`config.mk`:
```
export PLATFORM = sky130hd
export DESIGN_NAME = dfs_supervisor
export DESIGN_NICKNAME = d
export VERILOG_FILES = /design/src/hdl/dfs_supervisor.v
export VERILOG_INCLUDE_DIRS = /design/src /design/src/hdl
export SDC_FILE = /design/constraint.sdc
export NUM_CORES = 1
export LEC_CHECK = 0
export CAP_MARGIN = 20
export CORE_MARGIN = 3
export CORE_UTILIZATION = 60
export CTS_CLUSTER_DIAMETER = 200
export DETAILED_ROUTE_END_ITERATION = 10
export DONT_BUFFER_PORTS = 1
export GPL_ROUTABILITY_DRIVEN = 0
export GPL_TIMING_DRIVEN = 0
export PLACE_DENSITY = 0.88
export SYNTH_ARGS = -nofsm -noshare
export SYNTH_HDL_FRONTEND = slang
export SYNTH_SLANG_ARGS = --single-unit
```
`constraint.sdc`:
```
create_clock -name i_mclk -period 5.5 [get_ports i_mclk]
set_clock_uncertainty 0.2 [all_clocks]
set_input_delay 0.275 -clock i_mclk [delete_from_list [all_inputs] [get_ports i_mclk]]
set_output_delay 0.275 -clock i_mclk [all_outputs]
set_load 0.05 [all_outputs]
```
`src/hdl/dfs_map.vh`:
```
`ifndef DFS_MAP_VH
`define DFS_MAP_VH
// Clock cycles of 4 ns in the 0.1 s supervisor time base
`define DFS_TICK_CYC 25'h17D7840
// Time base ticks in one minute
`define DFS_MIN_TICKS 18'h00258
// Loss detection margin above the undervoltage level, safe margin below overvoltage level
`define DFS_LOSS_MARGIN 12'h020
`define DFS_OV_SAFE_MARGIN 12'h040
// Mains-loss stop modes
`define DFS_UVM_TRIP 2'h0
`define DFS_UVM_COAST 2'h1
`define DFS_UVM_ESTOP 2'h2
// Ramp selection codes towards the ramp control
`define DFS_RAMP_NORMAL 2'h0
`define DFS_RAMP_INERTIA 2'h1
`define DFS_RAMP_RESUME 2'h2
`define DFS_RAMP_STOP 2'h3
// Selectable status output codes
`define DFS_SEL_COAST 8'h30
`define DFS_SEL_ESTOP 8'h31
// Alarm cause bit positions
`define DFS_A_UV 0
`define DFS_A_OV 1
`define DFS_A_OC 2
`define DFS_A_DESAT 3
`define DFS_A_EXT 4
`define DFS_A_SERIAL 5
`define DFS_A_OTHER 6
// Causes that automatic reset may clear; external fault is added in external modes 2 and 3, other fault excluded
`define DFS_AR_MASK 7'h2F
`define DFS_NO_ALARM 7'h00
`endif

```
`src/hdl/dfs_supervisor.v`:
```
`timescale 1ns/1ns
`include "dfs_map.vh"
module dfs_supervisor #(
  parameter [24:0] P_TICK_CYC = `DFS_TICK_CYC
) (
  input wire i_mclk,
  input wire i_rst,
  input wire [11:0] i_dc_volt,
  input wire [11:0] i_uv_level,
  input wire [11:0] i_ov_level,
  input wire [1:0] i_uv_mode,
  input wire [7:0] i_pwrloss_max,
  input wire i_uv_store,
  input wire i_ovp_en,
  input wire [15:0] i_out_freq,
  input wire i_at_zero,
  input wire i_ramp_done,
  input wire i_reengage_done,
  input wire i_oc_fault,
  input wire i_desat_fault,
  input wire i_serial_timeout,
  input wire i_other_fault,
  input wire i_run,
  input wire i_reverse,
  input wire i_reset_in,
  input wire i_ext_fault_in,
  input wire [1:0] i_ext_mode,
  input wire [7:0] i_ar_attempts,
  input wire [7:0] i_ar_clear_min,
  input wire [8:0] i_ar_delay,
  input wire i_relay_policy,
  input wire [7:0] i_dout_sel,
  output reg o_bridge_en,
  output reg [1:0] o_ramp_sel,
  output reg [15:0] o_restore_freq,
  output reg o_reengage_start,
  output reg [6:0] o_alarm,
  output reg o_hist_wr,
  output reg [6:0] o_hist_cause,
  output reg o_drive_ok,
  output reg o_alarm_state,
  output reg o_no_alarm,
  output reg o_ext_fault_out,
  output reg o_coast_thru,
  output reg o_emg_stop,
  output reg o_sel_out,
  output reg o_ar_active,
  output reg [7:0] o_ar_used
);

  localparam [8:0] ST_RUN = 9'h001;
  localparam [8:0] ST_LOSS = 9'h002;
  localparam [8:0] ST_RESUME = 9'h004;
  localparam [8:0] ST_ESTOP = 9'h008;
  localparam [8:0] ST_OVP_OFF = 9'h010;
  localparam [8:0] ST_OVP_ENG = 9'h020;
  localparam [8:0] ST_OVP_STOP = 9'h040;
  localparam [8:0] ST_FAULT = 9'h080;
  localparam [8:0] ST_WAIT_RUN = 9'h100;

  // Saturating 8-bit increment for tick counters
  function [7:0] fn_inc8;
    input [7:0] v;
    begin
      fn_inc8 = (v == 8'hFF) ? v : v + 8'h01;
    end
  endfunction

  reg [3:0] s1_q;
  reg [3:0] s2_q;
  reg rst_in_q;
  reg [24:0] tick_cnt_q;
  reg under_uv_q;
  reg [7:0] dip_cnt_q;
  reg [6:0] alarm_q;
  reg [8:0] dly_q;
  reg [7:0] used_q;
  reg [17:0] clean_q;
  reg [8:0] st_q;
  reg [8:0] st_d;
  reg run_dropped_q;

  // Pin inputs pass two flip-flops: run, reverse, reset, external fault
  always @(posedge i_mclk) begin
    if (i_rst) begin
      s1_q <= 4'h0;
      s2_q <= 4'h0;
      rst_in_q <= 1'b0;
    end else begin
      s1_q <= {i_ext_fault_in, i_reset_in, i_reverse, i_run};
      s2_q <= s1_q;
      rst_in_q <= s2_q[2];
    end
  end

  wire run_s = s2_q[0];
  wire rev_s = s2_q[1];
  wire rst_rise = s2_q[2] & ~rst_in_q;
  wire ext_s = s2_q[3];

  // 0.1 s time base
  wire tick = (tick_cnt_q == P_TICK_CYC - 25'h0000001);
  always @(posedge i_mclk) begin
    if (i_rst || tick) begin
      tick_cnt_q <= 25'h0000000;
    end else begin
      tick_cnt_q <= tick_cnt_q + 25'h0000001;
    end
  end

  // Voltage comparisons; loss threshold sits above the undervoltage level
  wire [11:0] loss_thr = i_uv_level + `DFS_LOSS_MARGIN;
  wire mains_lost = (i_dc_volt < loss_thr);
  wire under_uv = (i_dc_volt < i_uv_level);
  wire ov_hi = (i_dc_volt >= i_ov_level);
  wire ov_safe = ({1'b0, i_dc_volt} + {1'b0, `DFS_OV_SAFE_MARGIN}) < {1'b0, i_ov_level};

  // External fault qualified by run in modes 1 and 3
  wire ext_act = ext_s & (~i_ext_mode[0] | run_s);

  // Dip timer: counts 0.1 s ticks while below undervoltage level
  always @(posedge i_mclk) begin
    if (i_rst) begin
      under_uv_q <= 1'b0;
      dip_cnt_q <= 8'h00;
    end else begin
      under_uv_q <= under_uv;
      if (!under_uv) begin
        dip_cnt_q <= 8'h00;
      end else if (tick) begin
        dip_cnt_q <= fn_inc8(dip_cnt_q);
      end
    end
  end

  // Trip only once the dip outlasts the maximum power-loss time
  wire uv_evt = under_uv & tick & (dip_cnt_q >= i_pwrloss_max);
  wire dip_start = under_uv & ~under_uv_q;
  // Overvoltage trips only with prevention off
  wire ov_evt = ov_hi & ~i_ovp_en;

  wire [6:0] ev = {i_other_fault, i_serial_timeout, ext_act, i_desat_fault,
                   i_oc_fault, ov_evt, uv_evt};
  wire [6:0] src = {i_other_fault, i_serial_timeout, ext_act, i_desat_fault,
                    i_oc_fault, ov_hi, under_uv};
  wire [6:0] ar_mask = `DFS_AR_MASK | {2'h0, i_ext_mode[1], 4'h0};
  wire any_alarm = (alarm_q != `DFS_NO_ALARM);
  wire cause_gone = ((alarm_q & src) == `DFS_NO_ALARM);

  // Auto reset allowed while all latched causes qualify and attempts remain
  wire ar_ok = any_alarm & ((alarm_q & ~ar_mask) == `DFS_NO_ALARM)
               & (used_q < i_ar_attempts);
  wire ar_fire = ar_ok & (dly_q >= i_ar_delay) & cause_gone;
  wire man_fire = rst_rise & ~run_s & ~rev_s & cause_gone;
  wire clean_done = (i_ar_clear_min != 8'h00) &&
                    (clean_q >= {10'h000, i_ar_clear_min} * `DFS_MIN_TICKS);

  // Alarm latch: a new event wins over a clear in the same cycle
  always @(posedge i_mclk) begin
    if (i_rst) begin
      alarm_q <= `DFS_NO_ALARM;
      o_hist_wr <= 1'b0;
      o_hist_cause <= `DFS_NO_ALARM;
    end else begin
      alarm_q <= ((ar_fire | man_fire) ? `DFS_NO_ALARM : alarm_q) | ev;
      o_hist_wr <= ((ev & ~alarm_q) != `DFS_NO_ALARM) | (dip_start & i_uv_store);
      o_hist_cause <= (ev & ~alarm_q) | {6'h00, dip_start & i_uv_store};
    end
  end

  // Autoreset delay, attempt counter and alarm-free clear
  always @(posedge i_mclk) begin
    if (i_rst) begin
      dly_q <= 9'h000;
      used_q <= 8'h00;
      clean_q <= 18'h00000;
    end else begin
      if (!ar_ok || ar_fire) begin
        dly_q <= 9'h000;
      end else if (tick && dly_q != 9'h1FF) begin
        dly_q <= dly_q + 9'h001;
      end
      if (man_fire || clean_done) begin
        used_q <= 8'h00;
      end else if (ar_fire) begin
        used_q <= used_q + 8'h01;
      end
      if (any_alarm || ev != `DFS_NO_ALARM || clean_done) begin
        clean_q <= 18'h00000;
      end else if (tick && clean_q != 18'h3FFFF) begin
        clean_q <= clean_q + 18'h00001;
      end
    end
  end

  // Supervisor sequence
  always @* begin
    st_d = st_q;
    case (st_q)
      ST_RUN: begin
        if (ov_hi && i_ovp_en) begin
          st_d = ST_OVP_OFF;
        end else if (mains_lost && i_uv_mode != `DFS_UVM_TRIP && run_s) begin
          st_d = ST_LOSS;
        end
      end
      ST_LOSS: begin
        if (i_uv_mode == `DFS_UVM_ESTOP) begin
          if (i_at_zero) st_d = ST_ESTOP;
        end else if (!mains_lost) begin
          st_d = ST_RESUME;
        end
      end
      ST_RESUME: begin
        if (mains_lost) st_d = ST_LOSS;
        else if (i_ramp_done) st_d = ST_RUN;
      end
      ST_ESTOP: begin
        if (!mains_lost && run_dropped_q && run_s) st_d = ST_RUN;
      end
      ST_OVP_OFF: begin
        if (ov_safe) st_d = ST_OVP_ENG;
      end
      ST_OVP_ENG: begin
        if (i_reengage_done) st_d = ST_OVP_STOP;
      end
      ST_OVP_STOP: begin
        if (ov_hi) st_d = ST_OVP_OFF;
        else if (i_at_zero) st_d = ST_WAIT_RUN;
      end
      ST_FAULT: begin
        if (!any_alarm) st_d = ST_WAIT_RUN;
      end
      ST_WAIT_RUN: begin
        if (!run_s) st_d = ST_RUN;
      end
      default: st_d = ST_RUN;
    endcase
    // Any latched alarm overrides the sequence and keeps the bridge off
    if (any_alarm) st_d = ST_FAULT;
  end

  // State register, restart interlock and restore frequency capture
  always @(posedge i_mclk) begin
    if (i_rst) begin
      st_q <= ST_RUN;
      run_dropped_q <= 1'b0;
      o_restore_freq <= 16'h0000;
    end else begin
      st_q <= st_d;
      if (st_d != ST_ESTOP) begin
        run_dropped_q <= 1'b0;
      end else if (!run_s) begin
        run_dropped_q <= 1'b1;
      end
      if ((st_q == ST_RUN) && (st_d == ST_LOSS || st_d == ST_OVP_OFF)) begin
        o_restore_freq <= i_out_freq;
      end else if (st_q == ST_OVP_STOP && st_d == ST_OVP_OFF) begin
        o_restore_freq <= i_out_freq;
      end
    end
  end

  wire coast_d = (st_d == ST_LOSS || st_d == ST_RESUME) && (i_uv_mode == `DFS_UVM_COAST);
  wire estop_d = (st_d == ST_ESTOP) || ((st_d == ST_LOSS) && (i_uv_mode == `DFS_UVM_ESTOP));

  // Registered outputs towards power stage, ramp control and relays
  always @(posedge i_mclk) begin
    if (i_rst) begin
      o_bridge_en <= 1'b0;
      o_ramp_sel <= `DFS_RAMP_NORMAL;
      o_reengage_start <= 1'b0;
      o_alarm <= `DFS_NO_ALARM;
      o_drive_ok <= 1'b0;
      o_alarm_state <= 1'b0;
      o_no_alarm <= 1'b0;
      o_ext_fault_out <= 1'b0;
      o_coast_thru <= 1'b0;
      o_emg_stop <= 1'b0;
      o_sel_out <= 1'b0;
      o_ar_active <= 1'b0;
      o_ar_used <= 8'h00;
    end else begin
      o_bridge_en <= ~(st_d == ST_OVP_OFF || st_d == ST_FAULT);
      case (st_d)
        ST_LOSS: o_ramp_sel <= `DFS_RAMP_INERTIA;
        ST_ESTOP: o_ramp_sel <= `DFS_RAMP_INERTIA;
        ST_RESUME: o_ramp_sel <= `DFS_RAMP_RESUME;
        ST_OVP_STOP: o_ramp_sel <= `DFS_RAMP_STOP;
        default: o_ramp_sel <= `DFS_RAMP_NORMAL;
      endcase
      o_reengage_start <= (st_d == ST_OVP_ENG) && (st_q == ST_OVP_OFF);
      o_alarm <= alarm_q;
      if (ar_ok) begin
        o_drive_ok <= ~i_relay_policy;
        o_alarm_state <= i_relay_policy;
        o_no_alarm <= ~i_relay_policy;
      end else begin
        o_drive_ok <= ~any_alarm;
        o_alarm_state <= any_alarm;
        o_no_alarm <= ~any_alarm;
      end
      o_ext_fault_out <= ext_act;
      o_coast_thru <= coast_d;
      o_emg_stop <= estop_d;
      o_sel_out <= (i_dout_sel == `DFS_SEL_ESTOP) ? estop_d :
                   (i_dout_sel == `DFS_SEL_COAST) ? coast_d : 1'b0;
      o_ar_active <= ar_ok;
      o_ar_used <= used_q;
    end
  end

endmodule

```
==> flow_metrics.py, run 1 <==
metrics = {
    "timing": {
        "drv_slew": 0,
        "setup_tns_ns": 0,
        "post-route-period-util_pct": 87.68,
        "grt_setup_unrepaired": "no",
        "finalSetupViolCount": 0,
        "slew_headroom_pct": 38.97,
        "hold_viol": 0,
        "fin_hold_ws_ns": 0.02862,
        "max_freq_mhz": 207.4,
        "period_needed_ns": 4.822,
        "tightest_slew_ns": 0.9131,
    },
    "finish": {
        "drive_above_1_share_pct": 5.823,
        "multiInputGateArea_mm2": 0.005632,
        "layout_commonest_cell": "dfxtp_1",
        "fillers": 1045,
        "area.sequential_mm2": 0.002903,
        "area_growth_pct": 13.72,
        "final_cells": 1284,
        "finalNetCount": 1328,
        "mostFrequentLayoutCells": "145 x dfxtp_1, 133 x nor2_1, 122 x ha_1",
    },
    "floorplan": {
        "core_mm2": 0.01459,
        "die_w_um": 128.6,
        "die_height_um": 128.6,
        "die_area_mm2": 0.01653,
        "num_rows": 44,
        "start_util_pct": 61.78,
        "io_pins": 164,
    },
    "critical_path": {
        "worstPathMaxFanout": 10,
        "crit_path_start_kind": "input port",
        "reg2reg_slack_ns": 1.89,
        "crit_arrival_ns": 4.97,
        "worstPathRequired_ns": 5.65,
        "crit_path_end_kind": "flop",
        "worst-setup-path-type": "in2reg",
    },
    "placement": {
        "dpl.hpwl_um": 15940,
        "portBuffers": 0,
        "dp.cells": 1215,
    },
    "worst_hold_path": {
        "hold_class": "in2reg",
    },
    "clocking": {
        "post-cts-setup-buffer-count": 0,
        "cts-resized-gates": 0,
        "cts_buffers": 17,
        "clk_pin_slew_ns": 0.06,
        "worstSkewPairLatency_ns": 0.42,
        "h-tree-depth": 4,
        "cts_tree": "built",
        "clock-sinks": 145,
        "cts_hold_buf": 36,
        "cts_root_buf": "clkbuf_16",
        "clockBufferDepth": 2,
    },
    "drt": {
        "drc": 0,
        "drtIter0Drc": 420,
        "wl_per_cell_um": 16.83,
        "vias_per_cell": 5.901,
        "wl_um": 21610,
        "vias": 7577,
        "antenna_left": 0,
        "firstDrtPassIters": 5,
    },
    "power": {
        "peakVddDrop_v": 0.0002277,
        "p_leak_nw": 4.404,
        "power.density_mw_per_mm2": 280.9,
    },
    "synth": {
        "async_reset_ff_share_pct": 0,
        "synthesis.nets": 1273,
        "ys_types": 77,
        "yosys-top-cells-area": "dfxtp_1 32%, ha_1 17%, nor2_1 5.5%",
        "ys_seq_elements": 145,
        "ys_seq_area_share_pct": 32.21,
        "syn_avg_cell_area_um2": 8.741,
        "netlist.area_leader.share_pct": 32.21,
        "ys_warn_count": 0,
        "synthesis.area_mm2": 0.009012,
        "synth_edf_count": 0,
        "syn-instance-count": 1031,
        "synth-main-ff-cell": "dfxtp_1",
        "synth_largest_area_cell": "dfxtp_1",
    },
    "global_route": {
        "grt_max_degree": 17,
        "grt_pass1_wl_um": 35610,
        "track_usage_pct": 26.38,
        "antenna_found_initial": 1,
        "grt_pass1_vias": 7642,
        "grt.overflow.total": 0,
    },
    "run": {
        "maxCapViolations": 0,
    },
    "run_status": {
        "outcome": "finished, final reports clean",
    },
}
[sequential cells by signal (all words and copies together), names as in the netlist, 8 cells and up]
signal and count:
clean_q 18, dip_cnt_q 8, dly_q 9, tick_cnt_q 25, o_ar_used 8, used_q 8, o_restore_freq 16, st_q 9
[cell families after synthesis]
group / count (synthesis) / share of synthesized area [%]
and+or+nand+nor: 380 / 21.78
AOI/OAI and AO/OA: 162 / 12.76
DFF: 145 / 32.21
adders and majority gates: 129 / 18.49
buffers and inverters: 121 / 5.303
xor gates and xnor gates: 72 / 6.997
muxes: 22 / 2.457
[metrics by stage]
step	power (W)	setup WS (ns)	instance area [um2]	utilization (%)
after CTS	0.002886	0.6667	10250	70.23
after floorplan	0.001517	0.8240	9012	-
after global placement	0.001591	0.4182	9243	63.35
final	0.002879	0.6777	10250	70.25
after detailed placement	0.001618	0.2202	9243	63.35
after global routing	0.003012	0.3499	10250	70.25
[final timing paths]
path                          start           to  cells past startpoint
setup / recovery  i_ar_clear_min[4]  clean_q[11]                     20
hold reg to reg             s1_q[3]      s2_q[3]                      1
hold / removal         i_uv_mode[1]   o_emg_stop                      3
setup reg to reg      tick_cnt_q[0]  clean_q[11]                      8
[cell type report]
| class | count | area share, % |
|---|---|---|
| clock inverter | 14 | 2.088 |
| antenna | 1 | 0.02442 |
| multi-input combinational | 765 | 54.95 |
| sequential | 145 | 28.32 |
| tap | 184 | 2.246 |
| timing repair buffer | 36 | 3.516 |
| buffer | 20 | 0.9645 |
| clock buffer | 18 | 4.188 |
| inverter | 101 | 3.699 |
[where the power goes]
group | switching [W] | internal, W
sequential | 0.0000510 | 0.00107
combinational | 0.000276 | 0.000226
clock | 0.000450 | 0.000804
[routing by layer]
metal / vias to the layer above / GRT usage [%] / part of all wire (%)
met1: 3528 / 31.95 / 42
li1: 3706 / - / -
met2: 287 / 45.82 / 49
met5: - / 0 / 0
met4: 0 / 8.524 / 2.5
met3: 56 / 6.849 / 7.0
[Yosys cell counts (all sizes together) (9+ instances only)]
| cell | count |
|---|---|
| nor2 | 135 |
| nand4 | 18 |
| mux2i | 21 |
| o21ai | 27 |
| nor3 | 27 |
| nor2b | 29 |
| xor2 | 31 |
| nand3 | 38 |
| a21o | 23 |
| ha | 122 |
| nand2 | 52 |
| inv | 101 |
| xnor2 | 41 |
| a21oi | 44 |
| and3 | 10 |
| or3 | 10 |
| dfxtp | 145 |
| clkbuf | 13 |
| nor4 | 9 |
| nand2b | 15 |
[critical path: stages]
cell and delay [ns]:
ha_1 0.28, ha_1 0.28, inv_1 0.05, fa_1 0.50, fa_1 0.52, inv_1 0.04, ha_1 0.34, a21o_1 0.20
a31oi_1 0.25, o211ai_1 0.18, xnor2_1 0.21, ha_1 0.28, a21o_1 0.19, a21o_1 0.17, a21oi_1 0.20, o2111ai_1 0.15
nand2_1 0.15, o211ai_2 0.23, clkbuf_1 0.30, nor2_1 0.16
Power figures use the tool's default switching activity.
==> run 2: changes to the inputs <==
==> constraint.sdc (replaced) <==
create_clock -name i_mclk -period 4.9 [get_ports i_mclk]
set_clock_uncertainty 0.2 [all_clocks]
set_input_delay 0.245 -clock i_mclk [delete_from_list [all_inputs] [get_ports i_mclk]]
set_output_delay 0.245 -clock i_mclk [all_outputs]
set_load 0.05 [all_outputs]
==> run 2 against run 1 <==
Effect of this change:
- sequential cell count unchanged
- non-clock buffer count stayed put
- wire length up 0.61%
- critical path depth did not move
- first-iteration DRC count rose by 4.5%
- critical endpoint unchanged
- global-route usage did not move
- combinational power increased by 14%
==> flow_metrics.py, run 2 (same netlist as run 1, synthesis figures left out) <==
metrics = {
    "finish": {
        "drive_above_1_share_pct": 6.005,
        "area_growth_pct": 13.90,
        "finalNetCount": 1328,
        "mostFrequentLayoutCells": "145 x dfxtp_1, 133 x nor2_1, 122 x ha_1",
        "largestRegisters": "tick_cnt_q x25, clean_q x18, o_restore_freq x16",
        "layout_commonest_cell": "dfxtp_1",
        "final_cells": 1284,
        "top_register": "tick_cnt_q",
        "fin_area_mm2": 0.01026,
        "largest_reg_flops": 25,
    },
    "global_route": {
        "antenna_found_initial": 1,
        "track_usage_pct": 26.38,
        "grt_pass1_vias": 7642,
        "grt_pass1_wl_um": 35610,
        "grt_max_degree": 17,
        "grt.overflow.total": 0,
    },
    "critical_path": {
        "reg2reg_slack_ns": 1.36,
        "crit_chain": "ha_1 > ha_1 > inv_1 > fa_1 > fa_1 > inv_1 > ha_1 > a21o_1 > a31oi_2 > o211ai_1 > xnor2_1 > ha_1 > a21o_1 > a21o_1 > a21oi_1 > o2111ai_1 > nand2_1 > o211ai_4 > buf_2 > nor2_1",
        "crit_end": "clean_q[11]",
        "worstPathMaxFanout": 10,
        "crit_arrival_ns": 4.76,
        "crit_path_end_kind": "flop",
        "crit_top_cell": "ha_1",
        "timing.rr.end": "o_sel_out",
        "worst-setup-path-type": "in2reg",
        "crit_path_start_kind": "input port",
        "critPathBufInv": 3,
        "rr_worst_depth": 8,
        "path_delay_family": "adder cells",
        "slowest_delay_ns": 0.52,
        "cp-startpoint": "i_ar_clear_min[4]",
        "cp_num_cells": 20,
        "worstPathRequired_ns": 5.05,
        "crit_slowest_cell": "fa_1",
        "reg2reg_from": "alarm_q[3]",
    },
    "power": {
        "peakVddDrop_v": 0.0002582,
        "p_leak_nw": 4.407,
        "finalPower_w": 0.003242,
        "power.density_mw_per_mm2": 315.8,
    },
    "placement": {
        "place_area_mm2": 0.009243,
        "dp.cells": 1215,
        "dpl.hpwl_um": 15940,
        "portBuffers": 0,
        "place_ws_ns": -0.3498,
    },
    "drt": {
        "drtIter0Drc": 439,
        "vias": 7596,
        "antenna_left": 0,
        "firstDrtPassIters": 5,
        "drc": 0,
        "wl_per_cell_um": 16.93,
        "wl_um": 21740,
        "vias_per_cell": 5.916,
    },
    "floorplan": {
        "start_util_pct": 61.78,
        "num_rows": 44,
        "io_pins": 164,
        "die_w_um": 128.6,
        "die_area_mm2": 0.01653,
        "die_height_um": 128.6,
        "core_mm2": 0.01459,
    },
    "worst_hold_path": {
        "hold_class": "in2reg",
        "hp-start": "i_at_zero",
    },
    "timing": {
        "tightest_slew_ns": 0.9264,
        "grt_setup_unrepaired": "no",
        "hold_viol": 0,
        "drv_slew": 0,
        "period_needed_ns": 4.610,
        "slew_headroom_pct": 38.08,
        "max_freq_mhz": 216.9,
        "post-route-period-util_pct": 94.08,
        "worst_slack_ns": 0.2902,
        "finalSetupViolCount": 0,
    },
    "clocking": {
        "cts_root_buf": "clkbuf_16",
        "h-tree-depth": 4,
        "worstSkewPairLatency_ns": 0.42,
        "clock-sinks": 145,
        "cts_buffers": 17,
        "cts_tree": "built",
        "clockBufferDepth": 2,
        "clk_pin_slew_ns": 0.06,
    },
    "run_status": {
        "outcome": "finished, final reports clean",
    },
    "run": {
        "maxCapViolations": 0,
    },
}
==> run 2: worst min-delay path by stage <==
stage | depth (start not counted) | end | slack [ns]
after floorplan | 1 | s1_q[0] | 0.17
after global placement | 1 | s1_q[3] | 0.18
after detailed placement | 1 | s1_q[0] | 0.18
after CTS | 3 | st_q[6] | 0.03
after global routing | 3 | st_q[6] | 0.04
final | 3 | st_q[6] | 0.04
==> run 2: worst min-delay path, stage by stage <==
cell,delay [ns]
nand4b_1,0.13
o31a_1,0.17
nor2_1,0.06
==> run 2: repair_timing <==
action | in CTS | in global routing
hold buffers | 36 | 0
hold endpoints to repair | 45 | 0
buffers inserted | 0 | 0
setup endpoints to repair | 0 | 10
resized for setup | 0 | 5
==> run 2: cell type report <==
type	count	area [um2]
clock buffer	18	429.2
inverter	101	379.1
multi-input combinational	765	5647
fill	1042	4324
timing repair buffer	36	360.3
antenna	1	2.502
sequential	145	2903
tap	184	230.2
clock inverter	14	214.0
buffer	20	100.1
==> run 2: metal layers <==
layer | GRT usage, % | routed length, um
met2 | 45.82 | 10650
met1 | 31.95 | 9154
met5 | 0 | 0
met3 | 6.849 | 1444
met4 | 8.524 | 495
==> run 2: power breakdown <==
part / switching [W] / total (W) / internal [W]
clock network: 0.000506 / 0.00141 / 0.000902
logic: 0.000317 / 0.000574 / 0.000257
registers: 0.0000574 / 0.00126 / 0.00120
==> run 2: metrics by stage <==
stage	hold slack [ns]	util (%)	setup TNS, ns
after floorplan	0.1732	-	0
after global placement	0.1771	63.35	-1.429
after detailed placement	0.1824	63.35	-3.624
after CTS	0.03098	70.23	0
after global routing	0.04343	70.36	0
final	0.04404	70.36	0
==> run 3: changes to the inputs <==
--- a/config.mk
+++ b/config.mk
@@ -7,14 +7,16 @@
 export NUM_CORES = 1
 export LEC_CHECK = 0
 export CAP_MARGIN = 20
+export CELL_PAD_IN_SITES_DETAIL_PLACEMENT = 1
+export CELL_PAD_IN_SITES_GLOBAL_PLACEMENT = 1
 export CORE_MARGIN = 3
-export CORE_UTILIZATION = 60
+export CORE_UTILIZATION = 48
 export CTS_CLUSTER_DIAMETER = 200
 export DETAILED_ROUTE_END_ITERATION = 10
 export DONT_BUFFER_PORTS = 1
 export GPL_ROUTABILITY_DRIVEN = 0
 export GPL_TIMING_DRIVEN = 0
-export PLACE_DENSITY = 0.88
+export PLACE_DENSITY = 0.92
 export SYNTH_ARGS = -nofsm -noshare
 export SYNTH_HDL_FRONTEND = slang
 export SYNTH_SLANG_ARGS = --single-unit
==> run 3 against run 2 <==
Effect of this change:
- worst setup slack gained 0.015 ns
- count of clock-buffer cells in the layout grew 1
- sequential share of layout area is essentially flat
- first-iteration DRC count shrank 50%
- highest routed layer unchanged
- core utilization shrank 14 points
- sequential cell count is the same
- fmax grew 0.33%
- die area grew 24%
==> flow_metrics.py, run 3 (same netlist as run 1, synthesis figures left out) <==
metrics = {
    "finish": {
        "largest_reg_flops": 25,
        "layout_commonest_cell": "dfxtp_1",
        "n_antenna_cell": 0,
        "top_register": "tick_cnt_q",
        "finalNetCount": 1326,
        "final_cells": 1323,
        "fin_area_mm2": 0.01026,
        "area_growth_pct": 13.81,
        "drive_above_1_share_pct": 5.941,
        "largestRegisters": "tick_cnt_q x25, clean_q x18, o_restore_freq x16",
        "mostFrequentLayoutCells": "145 x dfxtp_1, 133 x nor2_1, 122 x ha_1",
    },
    "critical_path": {
        "crit_path_end_kind": "flop",
        "crit_slowest_cell": "fa_1",
        "slowest_delay_ns": 0.55,
        "reg2reg_slack_ns": 1.24,
        "crit_chain": "ha_1 > ha_1 > inv_1 > fa_1 > fa_1 > inv_1 > ha_1 > a21o_1 > a31oi_2 > o211ai_1 > xnor2_1 > ha_1 > a21o_1 > a21o_1 > a21oi_1 > o2111ai_1 > nand2_1 > o211ai_4 > nor2_1",
        "rr_worst_depth": 8,
        "worstPathMaxFanout": 18,
        "worst-setup-path-type": "in2reg",
        "worstPathRequired_ns": 5.04,
        "timing.rr.end": "o_sel_out",
        "crit_arrival_ns": 4.74,
        "crit_top_cell": "ha_1",
        "crit_path_start_kind": "input port",
        "reg2reg_from": "alarm_q[3]",
    },
    "timing": {
        "finalSetupViolCount": 0,
        "drv_slew": 0,
        "worst_slack_ns": 0.3055,
        "hold_viol": 0,
        "grt_setup_unrepaired": "no",
        "period_needed_ns": 4.595,
        "max_freq_mhz": 217.6,
        "post-route-period-util_pct": 93.77,
        "slew_headroom_pct": 34.35,
        "tightest_slew_ns": 0.9758,
    },
    "power": {
        "power.density_mw_per_mm2": 308.7,
        "p_leak_nw": 4.388,
        "finalPower_w": 0.003166,
        "peakVddDrop_v": 0.0002898,
    },
    "placement": {
        "place_ws_ns": -0.4220,
        "portBuffers": 0,
        "place_area_mm2": 0.009299,
        "dpl.hpwl_um": 19670,
        "dp.cells": 1260,
    },
    "global_route": {
        "grt_max_degree": 19,
        "grt.overflow.total": 0,
        "track_usage_pct": 25.31,
        "antenna_found_initial": 0,
        "grt_pass1_vias": 8432,
        "grt_pass1_wl_um": 41770,
    },
    "run_status": {
        "outcome": "finished, final reports clean",
    },
    "floorplan": {
        "core_mm2": 0.01821,
        "die_area_mm2": 0.02046,
        "start_util_pct": 49.49,
        "die_height_um": 143.0,
        "die_w_um": 143.0,
        "num_rows": 49,
        "io_pins": 164,
    },
    "worst_hold_path": {
        "hold_path_end": "tick_cnt_q[1]",
        "hold_depth": 2,
        "hp-start": "i_rst",
        "hold_class": "in2reg",
    },
    "clocking": {
        "post-cts-setup-buffer-count": 0,
        "clock-sinks": 145,
        "clk_pin_slew_ns": 0.06,
        "cts_root_buf": "clkbuf_16",
        "clockBufferDepth": 2,
        "h-tree-depth": 4,
        "cts_buffers": 17,
        "cts_tree": "built",
        "worstSkewPairLatency_ns": 0.41,
    },
    "drt": {
        "wl_um": 26080,
        "vias_per_cell": 5.816,
        "drtIter0Drc": 218,
        "antenna_left": 0,
        "wl_per_cell_um": 19.71,
        "vias": 7694,
        "firstDrtPassIters": 4,
        "drc": 0,
    },
    "run": {
        "maxCapViolations": 0,
    },
}
run 3: cell types whose count changed in the layout (fill, tap and decap cells not counted), sizes merged:
cell         previous run  this run
bufinv                  5         3
dlygate4sd3            36        35
clkbuf                 30        31
clkinv                  6         3
inv                   101       102
diode                   1         0
buf                     8         7
run 3: final cells by class:
| type | count | area [um2] |
|---|---|---|
| Fill cell | 2130 | 7951 |
| Inverter | 101 | 379.1 |
| Sequential cell | 145 | 2903 |
| Clock buffer | 19 | 452.9 |
| Clock inverter | 10 | 136.4 |
| Timing Repair Buffer | 35 | 350.3 |
| Buffer | 19 | 95.09 |
| Multi-Input combinational cell | 765 | 5654 |
| Tap cell | 229 | 286.5 |
run 3: repair_timing:
item                                    CTS  global route
cloned                                    0             0
hold buffers                             35             0
hold endpoints to repair                 42             0
pin swaps                                 0             1
gates resized for setup                   0             4
endpoints found under the setup margin    2            19
run 3: per-layer routing:
metal,vias to the layer above,share of wire [%],global-route usage [%]
met4,0,3.6,10.41
li1,3692,-,-
met3,66,4.6,5.593
met2,208,50,44.91
met5,-,0,0
met1,3728,41,29.45
run 3: critical path, delay by kind of cell:
| family | cells | cell delay (ns) |
|---|---|---|
| fa+ha+maj | 6 | 2.27 |
| buf+inv | 2 | 0.13 |
| compound gates | 8 | 1.52 |
| xor+xnor | 1 | 0.16 |
| simple gates | 2 | 0.40 |
run 3: worst max path at each step:
stage	start	end	slack, ns	cells past startpoint
floorplan	i_ar_clear_min[4]	clean_q[10]	0.25	20
global placement	i_ar_clear_min[4]	clean_q[10]	-0.21	20
detailed placement	i_ar_clear_min[4]	clean_q[10]	-0.42	20
CTS	i_ar_clear_min[4]	clean_q[10]	0.14	19
global route	i_ar_clear_min[4]	clean_q[11]	0.04	19
finish	i_ar_clear_min[4]	clean_q[0]	0.31	19
run 3: where the power goes:
group          internal, W  switching [W]  leakage (nW)  total, W
Clock             0.000817       0.000488         0.283   0.00131
Combinational     0.000260       0.000338          2.93  0.000598
Sequential         0.00120      0.0000601          1.18   0.00126
Total              0.00228       0.000886          4.39   0.00317
run 3: through the flow:
stage	util (%)	hold slack (ns)	TNS (ns)
floorplan	-	0.1732	0
finish	56.33	0.01514	0
global placement	51.07	0.1779	-2.027
CTS	56.21	0.008790	0
detailed placement	51.07	0.1819	-5.340
global route	56.33	0.02867	0
